$ cat src/include/supervisor_defines.svh
// Offsets, field positions, reset values and timing counts of the supervisor block.
`ifndef SUPERVISOR_DEFINES_SVH
`define SUPERVISOR_DEFINES_SVH

// ==========================================================================
// Register map (byte addresses)
// ==========================================================================
`define REG_CTRL_OFS 12'h000
`define REG_STATE_OFS 12'h004
`define REG_IRQ_STATUS_OFS 12'h008
`define REG_IRQ_MASK_OFS 12'h00C

// ==========================================================================
// Fields and reset values
// ==========================================================================
`define CTRL_CAP_NF_LSB 0
`define CTRL_CAP_NF_W 8
`define CTRL_RESET 8'h0A
`define IRQ_WD_FAULT_BIT 0
`define IRQ_EARLY_WARN_BIT 1
`define IRQ_POWER_FAIL_BIT 2
`define IRQ_RESET_DONE_BIT 3
`define IRQ_W 4
`define IRQ_MASK_RESET 4'h0

// ==========================================================================
// Timing
// ==========================================================================
`define CLK_HZ 20000000
`define RESET_TIME_MS 200
`define WD_DEFAULT_TIME_MS 1600
`define WD_PULSE_TIME_MS 1
`define WD_LEAD_TIME_NS 70
`define CE_HOLD_TIME_US 15
`define CAP_TENTH_MS_PER_NF 21
`define RESET_CYCLES (`CLK_HZ / 1000 * `RESET_TIME_MS)
`define WD_DEFAULT_CYCLES (`CLK_HZ / 1000 * `WD_DEFAULT_TIME_MS)
`define WD_PULSE_CYCLES (`CLK_HZ / 1000 * `WD_PULSE_TIME_MS)
`define WD_LEAD_CYCLES ((`WD_LEAD_TIME_NS * (`CLK_HZ / 1000000) + 999) / 1000)
`define CE_HOLD_CYCLES (`CE_HOLD_TIME_US * (`CLK_HZ / 1000000))
`define CAP_CYCLES_PER_NF (`CAP_TENTH_MS_PER_NF * (`CLK_HZ / 10000))

`endif

$ cat src/include/supervisor_pkg.sv
// Types shared by the supervisor block and its bench.
package supervisor_pkg;

  // ========================================================================
  // Sensed comparator and pin levels
  // ========================================================================
  typedef struct packed {
    logic supply_ok;
    logic supply_warn_ok;
    logic manual_reset_n;
    logic power_fail_sense;
    logic watchdog_kick_high;
    logic watchdog_kick_low;
    logic timeout_select;
    logic on_backup;
    logic chip_enable_in_n;
  } sense_s;

  // ========================================================================
  // Supervisor outputs
  // ========================================================================
  typedef struct packed {
    logic reset_n;
    logic watchdog_fault_n;
    logic watchdog_warning_pulse_n;
    logic early_supply_warning_n;
    logic power_fail_flag_n;
    logic battery_on_flag;
    logic chip_enable_out_n;
  } flags_s;

  typedef enum logic [1:0] {KICK_MID, KICK_LOW, KICK_HIGH} kick_level_e;

  typedef enum logic [1:0] {WD_IDLE, WD_COUNT, WD_LEAD, WD_FAULT} wd_state_e;

endpackage

$ cat src/design/supervisor_watchdog_reset_gating.sv
// Supervisor: power-on/manual reset timer, watchdog, chip-enable gating and AHB-Lite registers.
`timescale 1ns/1ps
`include "supervisor_defines.svh"

module supervisor_watchdog_reset_gating #(
  parameter logic [31:0] RESET_CYCLES = `RESET_CYCLES,
  parameter logic [31:0] WD_DEFAULT_CYCLES = `WD_DEFAULT_CYCLES,
  parameter logic [31:0] WD_PULSE_CYCLES = `WD_PULSE_CYCLES
) (
  input wire logic hclk,
  input wire logic hresetn,
  input wire logic hsel,
  input wire logic [31:0] haddr,
  input wire logic [1:0] htrans,
  input wire logic hwrite,
  input wire logic [2:0] hsize,
  input wire logic [31:0] hwdata,
  input wire logic hready,
  output logic hreadyout,
  output logic hresp,
  output logic [31:0] hrdata,
  input wire supervisor_pkg::sense_s sense,
  output supervisor_pkg::flags_s flags,
  output logic irq
);
  import supervisor_pkg::*;

  localparam logic [31:0] LEAD_CYCLES = 32'(`WD_LEAD_CYCLES);
  localparam logic [31:0] CE_HOLD_CYCLES = 32'(`CE_HOLD_CYCLES);
  localparam logic [31:0] CAP_PER_NF = 32'(`CAP_CYCLES_PER_NF);
  localparam int SW = $bits(sense_s);

  // ========================================================================
  // Input synchronisers
  // ========================================================================
  // A change is accepted only when the second and third stages agree, which
  // also drops single-cycle glitches from the comparators.
  logic [SW-1:0] s1_r, s2_r, s3_r, stable_r, stable_nxt;
  sense_s in;

  always_comb begin
    stable_nxt = stable_r;
    if (s2_r == s3_r) begin
      stable_nxt = s3_r;
    end
  end

  always_ff @(posedge hclk or negedge hresetn) begin
    if (!hresetn) begin
      s1_r <= '0;
      s2_r <= '0;
      s3_r <= '0;
      stable_r <= '0;
    end else begin
      s1_r <= sense;
      s2_r <= s1_r;
      s3_r <= s2_r;
      stable_r <= stable_nxt;
    end
  end

  assign in = sense_s'(stable_r);

  // ========================================================================
  // Reset timer
  // ========================================================================
  logic [31:0] rst_cnt_r, rst_cnt_nxt;
  logic reset_n_r, reset_n_nxt, gate_open;

  assign gate_open = in.supply_ok && in.manual_reset_n;

  always_comb begin
    rst_cnt_nxt = rst_cnt_r;
    reset_n_nxt = reset_n_r;
    if (!gate_open) begin
      rst_cnt_nxt = RESET_CYCLES;
      reset_n_nxt = 1'b0;
    end else if (rst_cnt_r != 32'h0000_0000) begin
      rst_cnt_nxt = rst_cnt_r - 32'h0000_0001;
      reset_n_nxt = 1'b0;
    end else begin
      reset_n_nxt = 1'b1;
    end
  end

  always_ff @(posedge hclk or negedge hresetn) begin
    if (!hresetn) begin
      rst_cnt_r <= RESET_CYCLES;
      reset_n_r <= 1'b0;
    end else begin
      rst_cnt_r <= rst_cnt_nxt;
      reset_n_r <= reset_n_nxt;
    end
  end

  // ========================================================================
  // Watchdog
  // ========================================================================
  logic [7:0] cap_nf_r, cap_nf_nxt;
  kick_level_e kick, kick_prev_r;
  wd_state_e wd_st_r, wd_nxt;
  logic [31:0] wd_cnt_r, wd_cnt_nxt, pulse_cnt_r, pulse_cnt_nxt, timeout;
  logic wd_enable, kick_change, watchdog_warning_pulse_n_n_r, watchdog_warning_pulse_n_n_nxt, wdo_n_r, wdo_n_nxt, wd_fault_evt;

  always_comb begin
    if (in.watchdog_kick_high) begin
      kick = KICK_HIGH;
    end else if (in.watchdog_kick_low) begin
      kick = KICK_LOW;
    end else begin
      kick = KICK_MID;
    end
  end

  // A zero capacitor value would give no timeout at all, so it counts as one nanofarad.
  assign timeout = in.timeout_select ? WD_DEFAULT_CYCLES :
                   CAP_PER_NF * ((cap_nf_r == 8'h00) ? 32'h0000_0001 : {24'h000000, cap_nf_r});
  assign wd_enable = reset_n_r && !in.on_backup && (kick != KICK_MID);
  assign kick_change = (kick != kick_prev_r);

  always_comb begin
    wd_nxt = wd_st_r;
    wd_cnt_nxt = wd_cnt_r;
    pulse_cnt_nxt = (pulse_cnt_r != 32'h0000_0000) ? pulse_cnt_r - 32'h0000_0001 : pulse_cnt_r;
    wdo_n_nxt = wdo_n_r;
    wd_fault_evt = 1'b0;
    if (!wd_enable) begin
      wd_nxt = WD_IDLE;
      wd_cnt_nxt = 32'h0000_0000;
      pulse_cnt_nxt = 32'h0000_0000;
      wdo_n_nxt = 1'b1;
    end else if (kick_change) begin
      wd_nxt = WD_COUNT;
      wd_cnt_nxt = 32'h0000_0000;
      pulse_cnt_nxt = 32'h0000_0000;
      wdo_n_nxt = 1'b1;
    end else begin
      case (wd_st_r)
        WD_IDLE: begin
          wd_nxt = WD_COUNT;
          wd_cnt_nxt = 32'h0000_0000;
        end
        WD_COUNT: begin
          wd_cnt_nxt = wd_cnt_r + 32'h0000_0001;
          if (wd_cnt_nxt >= timeout) begin
            wd_nxt = WD_LEAD;
            wd_cnt_nxt = 32'h0000_0000;
            pulse_cnt_nxt = WD_PULSE_CYCLES;
          end
        end
        WD_LEAD: begin
          wd_cnt_nxt = wd_cnt_r + 32'h0000_0001;
          if (wd_cnt_nxt >= LEAD_CYCLES) begin
            wd_nxt = WD_FAULT;
            wdo_n_nxt = 1'b0;
            wd_fault_evt = 1'b1;
          end
        end
        WD_FAULT: begin
          wdo_n_nxt = 1'b0;
        end
        default: wd_nxt = WD_IDLE;
      endcase
    end
    watchdog_warning_pulse_n_n_nxt = (pulse_cnt_nxt == 32'h0000_0000);
  end

  always_ff @(posedge hclk or negedge hresetn) begin
    if (!hresetn) begin
      wd_st_r <= WD_IDLE;
      wd_cnt_r <= 32'h0000_0000;
      pulse_cnt_r <= 32'h0000_0000;
      wdo_n_r <= 1'b1;
      watchdog_warning_pulse_n_n_r <= 1'b1;
      kick_prev_r <= KICK_MID;
    end else begin
      wd_st_r <= wd_nxt;
      wd_cnt_r <= wd_cnt_nxt;
      pulse_cnt_r <= pulse_cnt_nxt;
      wdo_n_r <= wdo_n_nxt;
      watchdog_warning_pulse_n_n_r <= watchdog_warning_pulse_n_n_nxt;
      kick_prev_r <= kick;
    end
  end

  // ========================================================================
  // Chip-enable gating and status pins
  // ========================================================================
  logic [31:0] ce_hold_r, ce_hold_nxt;
  logic gate_open_d_r, ce_n_r, ce_n_nxt;

  always_comb begin
    ce_hold_nxt = (ce_hold_r != 32'h0000_0000) ? ce_hold_r - 32'h0000_0001 : ce_hold_r;
    if (gate_open_d_r && !gate_open && !in.chip_enable_in_n) begin
      ce_hold_nxt = CE_HOLD_CYCLES;
    end
    if (in.chip_enable_in_n || gate_open) begin
      ce_hold_nxt = 32'h0000_0000;
    end
    if (in.chip_enable_in_n) begin
      ce_n_nxt = 1'b1;
    end else if (gate_open) begin
      ce_n_nxt = 1'b0;
    end else begin
      ce_n_nxt = (ce_hold_nxt == 32'h0000_0000);
    end
  end

  always_ff @(posedge hclk or negedge hresetn) begin
    if (!hresetn) begin
      ce_hold_r <= 32'h0000_0000;
      gate_open_d_r <= 1'b0;
      ce_n_r <= 1'b1;
    end else begin
      ce_hold_r <= ce_hold_nxt;
      gate_open_d_r <= gate_open;
      ce_n_r <= ce_n_nxt;
    end
  end

  flags_s flags_r, flags_nxt;

  always_comb begin
    flags_nxt.reset_n = reset_n_nxt;
    flags_nxt.watchdog_fault_n = wdo_n_nxt;
    flags_nxt.watchdog_warning_pulse_n = watchdog_warning_pulse_n_n_nxt;
    flags_nxt.early_supply_warning_n = in.supply_warn_ok;
    flags_nxt.power_fail_flag_n = in.power_fail_sense;
    flags_nxt.battery_on_flag = in.on_backup;
    flags_nxt.chip_enable_out_n = ce_n_nxt;
  end

  always_ff @(posedge hclk or negedge hresetn) begin
    if (!hresetn) begin
      flags_r <= '{reset_n: 1'b0, watchdog_fault_n: 1'b1, watchdog_warning_pulse_n: 1'b1,
                   early_supply_warning_n: 1'b0, power_fail_flag_n: 1'b0, battery_on_flag: 1'b0,
                   chip_enable_out_n: 1'b1};
    end else begin
      flags_r <= flags_nxt;
    end
  end

  assign flags = flags_r;

  // ========================================================================
  // AHB-Lite registers and interrupt
  // ========================================================================
  logic [`IRQ_W-1:0] irq_st_r, irq_st_nxt, irq_mask_r, irq_mask_nxt, evt;
  logic wr_pend_r, wr_pend_nxt;
  logic [11:0] wr_addr_r, wr_addr_nxt;
  logic [31:0] rdata_r, rdata_nxt;
  logic take;

  assign take = hsel && hready && htrans[1];
  assign evt = {reset_n_nxt && !reset_n_r, !in.power_fail_sense && flags_r.power_fail_flag_n,
                !in.supply_warn_ok && flags_r.early_supply_warning_n, wd_fault_evt};

  always_comb begin
    wr_pend_nxt = take && hwrite;
    wr_addr_nxt = haddr[11:0];
    rdata_nxt = 32'h0000_0000;
    cap_nf_nxt = cap_nf_r;
    irq_mask_nxt = irq_mask_r;
    irq_st_nxt = irq_st_r;
    if (wr_pend_r) begin
      case (wr_addr_r)
        `REG_CTRL_OFS: cap_nf_nxt = hwdata[`CTRL_CAP_NF_LSB +: `CTRL_CAP_NF_W];
        `REG_IRQ_STATUS_OFS: irq_st_nxt = irq_st_r & ~hwdata[`IRQ_W-1:0];
        `REG_IRQ_MASK_OFS: irq_mask_nxt = hwdata[`IRQ_W-1:0];
        default: ;
      endcase
    end
    // Events are applied after the clear so a coincident event is kept.
    irq_st_nxt = irq_st_nxt | evt;
    if (take && !hwrite) begin
      case (haddr[11:0])
        `REG_CTRL_OFS: rdata_nxt = {24'h000000, cap_nf_r};
        `REG_STATE_OFS: rdata_nxt = {22'h000000, wd_st_r, flags_r, in.timeout_select};
        `REG_IRQ_STATUS_OFS: rdata_nxt = {28'h0000000, irq_st_r};
        `REG_IRQ_MASK_OFS: rdata_nxt = {28'h0000000, irq_mask_r};
        default: rdata_nxt = 32'h0000_0000;
      endcase
    end
  end

  always_ff @(posedge hclk or negedge hresetn) begin
    if (!hresetn) begin
      wr_pend_r <= 1'b0;
      wr_addr_r <= 12'h000;
      rdata_r <= 32'h0000_0000;
      cap_nf_r <= `CTRL_RESET;
      irq_mask_r <= `IRQ_MASK_RESET;
      irq_st_r <= '0;
    end else begin
      wr_pend_r <= wr_pend_nxt;
      wr_addr_r <= wr_addr_nxt;
      rdata_r <= rdata_nxt;
      cap_nf_r <= cap_nf_nxt;
      irq_mask_r <= irq_mask_nxt;
      irq_st_r <= irq_st_nxt;
    end
  end

  assign hreadyout = 1'b1;
  assign hresp = 1'b0;
  assign hrdata = rdata_r;
  assign irq = |(irq_st_r & irq_mask_r);

  // ========================================================================
  // Checks
  // ========================================================================
  chk_battery_on_flag_follows: assert property (@(posedge hclk) disable iff (!hresetn)
    ##1 flags.battery_on_flag == $past(in.on_backup)) else $error("battery flag does not follow backup");
  chk_pfail_flag: assert property (@(posedge hclk) disable iff (!hresetn)
    $fell(in.power_fail_sense) |=> !flags.power_fail_flag_n) else $error("power fail flag missed");
  chk_supply_reset: assert property (@(posedge hclk) disable iff (!hresetn)
    !in.supply_ok |=> !flags.reset_n ##1 !flags.reset_n) else $error("reset not held on low supply");
  chk_manual_reset: assert property (@(posedge hclk) disable iff (!hresetn)
    $rose(in.manual_reset_n) && in.supply_ok |=> !flags.reset_n[*8]) else $error("manual reset hold too short");
  chk_wdo_in_reset: assert property (@(posedge hclk) disable iff (!hresetn)
    !reset_n_r |=> flags.watchdog_fault_n) else $error("fault output low during reset");
  chk_mid_disables: assert property (@(posedge hclk) disable iff (!hresetn)
    kick == KICK_MID |=> flags.watchdog_fault_n) else $error("fault output low with kick floating");
  chk_pulse_leads: assert property (@(posedge hclk) disable iff (!hresetn)
    $fell(flags.watchdog_fault_n) |-> $past(flags.watchdog_warning_pulse_n, `WD_LEAD_CYCLES) == 1'b0
    && $past(flags.watchdog_warning_pulse_n, `WD_LEAD_CYCLES + 1)) else $error("pulse lead wrong");
  chk_pulse_width: assert property (@(posedge hclk) disable iff (!hresetn)
    $fell(flags.watchdog_warning_pulse_n) |-> !flags.watchdog_warning_pulse_n[*2]) else $error("pulse too short");
  chk_kick_release: assert property (@(posedge hclk) disable iff (!hresetn)
    wd_enable && kick_change |=> flags.watchdog_fault_n) else $error("fault not released on kick");
  chk_ce_gate: assert property (@(posedge hclk) disable iff (!hresetn)
    in.chip_enable_in_n |=> flags.chip_enable_out_n) else $error("enable out low with input high");
  chk_ce_hold: assert property (@(posedge hclk) disable iff (!hresetn)
    $fell(gate_open) && !in.chip_enable_in_n |=> !flags.chip_enable_out_n ##[1:400] flags.chip_enable_out_n)
    else $error("enable hold wrong");
endmodule

$ cat config.mk
export PLATFORM = sky130hd
export DESIGN_NAME = supervisor_watchdog_reset_gating
export DESIGN_NICKNAME = d
export VERILOG_FILES = /design/src/include/supervisor_pkg.sv /design/src/design/supervisor_watchdog_reset_gating.sv
export VERILOG_INCLUDE_DIRS = /design/src /design/src/include
export SDC_FILE = /design/constraint.sdc
export NUM_CORES = 1
export LEC_CHECK = 0
export BUFFER_PORTS_ARGS = -buffer_cell sky130_fd_sc_hd__buf_2
export CORE_AREA = 5 5 149 151
export DETAILED_ROUTE_END_ITERATION = 6
export DIE_AREA = 0 0 154 156
export HOLD_SLACK_MARGIN = 0.08
export PLACE_DENSITY = 0.8
export SLEW_MARGIN = 10
export SYNTH_ARGS = -nofsm -noshare
export SYNTH_HDL_FRONTEND = slang
export SYNTH_SLANG_ARGS = --single-unit
$ cat constraint.sdc
create_clock -name hclk -period 6.95 [get_ports hclk]
set_input_delay 1.39 -clock hclk [delete_from_list [all_inputs] [get_ports hclk]]
set_output_delay 1.39 -clock hclk [all_outputs]
set_load 0.005 [all_outputs]
==> metrics.txt <==
setup TNS=0 ns; crit path capture type=flop; placed insts=1536; worst slew pin tran=1.09 ns; Setup WS post-layout=0.801 ns; routing usage on met1=0.299; final hold violation count=0; ANT cells=0; IO Port Bufs=52; clock-pin transition on the worst setup and hold timing paths=0.06 ns; Total GRT Usage=0.222; Critical Path Source Type=flop; flops & latches, synth=215; IO Pins=125; initial core utilization=0.592; hold buffers post-CTS=0; fin crit period=6.15 ns; fin crit share=0.885; Initial DRC Count=647; grt ovf=0; post-synthesis simple-gate area fraction=0.225; fin cells=1580; Synth Area in Compound Gates=0.116; final core occ=0.646; Final Max Tran Viols=0; via count=9463; worst-path fanout max=11; outcome=finished clean; VDD IR-drop max=0.290 mV; FFs w/ async S/R, synth=1.00; TritonCTS clock tree=done; Max Clock Freq=0.163 GHz; Synth Area per Inst=9.71 sq um; grt peak-use layer=met2; CP required=7.34 ns; Placer Congestion=0.901; Pleak=6.18 nW; commonest non-fill, non-tap cell in the layout=dfrtp_1; Area growth, synth to finish=9.16%; DRT Pass-1 Iters=5; vias in the first global route=9276; filler instances=1660; Post-Synth XOR/XNOR Area=0.0737; adder-cell share of the synthesized area=0.0703; placed cell area=12600 sq um; Final Setup Violations=0; synth warn=0; max_cap viols=0; ANT nets after route=0; number of H-tree levels=1; Worst Hold Class=reg -> reg; Die Y-Extent=156 microns; most frequent cells in the layout=dfrtp_1, nor2_1, nand2_1, xnor2_1, ha_1; critical path type=reg -> reg; clk buf depth=3; worst hold slack=0.343 ns; met3 Track Usage GR=0.0344; Distinct cells, synth=81; register area share after synthesis=0.441; share of layout cells above drive strength 1=0.129; Clock Latency Late Sink=0.53 ns; Setup Buffers After CTS=0; routed wire length per instance=17.1 microns; core area=20700 sq um; Detailed Place HPWL=18800 microns; Site Rows=53; Pwr Total=3.26 mW; largest family of logic cells by synthesized area=simple AND/OR/NAND/NOR gates; Post-Synthesis Cell Area=12200 sq um; EDFF count, synth=0; DIE AREA=24000 sq um; Vias/cell=5.99; # clock sinks=215; Layout Nets=1437; clk_skew=0.0204 ns; clk root buf=clkbuf_16; top_reg_cell synth=dfrtp_1; Pwr per Cell Area=244 nW/um^2; grt met2 use=0.377; pre-CTS setup slack=0.868 ns; Crit path arrival time=6.54 ns; Relative slew margins=0.267; final WL=27000 microns; Post-CTS Resized=0; Residual DRC=0; die width=154 microns; antenna violations before repair=2; proportion of synthesized area in mux cells=0.0269; CTS Buf Count=24; Finished Cell Area=13400 sq um; pin count of the biggest net entering global routing=140; RSZ-0062 raised after global routing=no; first-pass GRT wire length=45300 microns; Post-Syn Instances=1261
==> cell type report <==
type / count / area (sq um) / area share
sequential: 215 / 5400 / 0.404
inverter: 39 / 146 / 0.0110
clock inverter: 17 / 176 / 0.0132
clock buffer: 27 / 632 / 0.0473
multi-input combinational: 950 / 6360 / 0.476
tap: 275 / 344 / 0.0258
timing repair buffer: 57 / 308 / 0.0230
==> path summary, 6_finish.rpt <==
| check | start | slack, ns | depth (start not counted) | end |
|---|---|---|---|---|
| setup / recovery | cap_nf_r[4] | 0.80 | 22 | wd_cnt_r[0] |
| hold / removal | s1_r[0] | 0.34 | 0 | s2_r[0] |
| setup reg to reg | cap_nf_r[4] | 0.80 | 22 | wd_cnt_r[0] |
| hold reg to reg | s1_r[0] | 0.34 | 0 | s2_r[0] |
| max in group asynchronous | hresetn | 4.47 | 2 | cap_nf_r[4] |
| min in group asynchronous | hresetn | 0.94 | 1 | rst_cnt_r[22] |
==> synth_stat cells, drive strengths merged (11+ instances only) <==
cell type    n  area, sq um
a21oi       50          254
a22o        14          123
and2        22          138
buf         39          278
clkbuf      40          150
dfrtp      203         5080
dfstp       12          315
ha          64          801
inv         39          146
mux2        23          259
nand2       99          374
nand3       38          195
nand4       19          119
nor2       138          526
nor3        50          250
nor3b       12          106
nor4        39          244
o21ai       36          180
o31ai       16          120
o41ai       11          111
or3         30          188
or4         22          169
xnor2       70          613
xor2        33          289
==> power breakdown <==
group	switching (mW)	internal [mW]
Clock	0.532	0.738
Combinational	0.323	0.221
Sequential	0.0949	1.35
Total	0.950	2.31
==> per-layer routing <==
metal / vias up / wire length (microns)
li1: 4541 / -
met1: 4609 / 11600
met2: 254 / 13300
met3: 55 / 1430
met4: 4 / 664
met5: - / 28
==> critical path, stage by stage, from the launching register on <==
cell,delay (ns)
dfrtp_1,0.52
nor4_1,0.32
a21o_1,0.22
ha_1,0.25
ha_1,0.29
ha_1,0.33
a31o_2,0.24
a21oi_1,0.21
o21ai_0,0.15
a2111oi_0,0.53
o41ai_1,0.17
xnor2_1,0.14
and2_1,0.16
ha_1,0.29
nand2_1,0.08
or4_1,0.57
nor2_1,0.15
o31ai_1,0.15
and4_1,0.26
a21oi_2,0.37
buf_4,0.27
or2_1,0.23
o21ai_0,0.11
==> registers in the layout, summed over array words and instances, names as in the netlist <==
register and cells:
irq_mask_r 4, ce_hold_r 32, kick_prev_r 2, rst_cnt_r 32, cap_nf_r 8, pulse_cnt_r 32, in 9, irq_st_r 4
wr_pend_r 1, wd_st_r 2, hrdata 10, wr_addr_r 12, s1_r 9, gate_open_d_r 1, wd_cnt_r 32, s2_r 9
s3_r 9, flags 7
==> logic make-up (layout without fill, tap and decap cells) <==
| logic type | after synthesis | in the layout |
|---|---|---|
| multiplexers | 30 | 30 |
| XOR/XNOR | 103 | 103 |
| other | 2 | 24 |
| buffers and inverters | 118 | 140 |
| adder cells (fa/ha/maj) | 67 | 67 |
| AND/OR/NAND/NOR | 526 | 526 |
| AO/OA/AOI/OAI | 200 | 200 |
| flip-flops | 215 | 215 |
(Power assumes the default switching activity.)
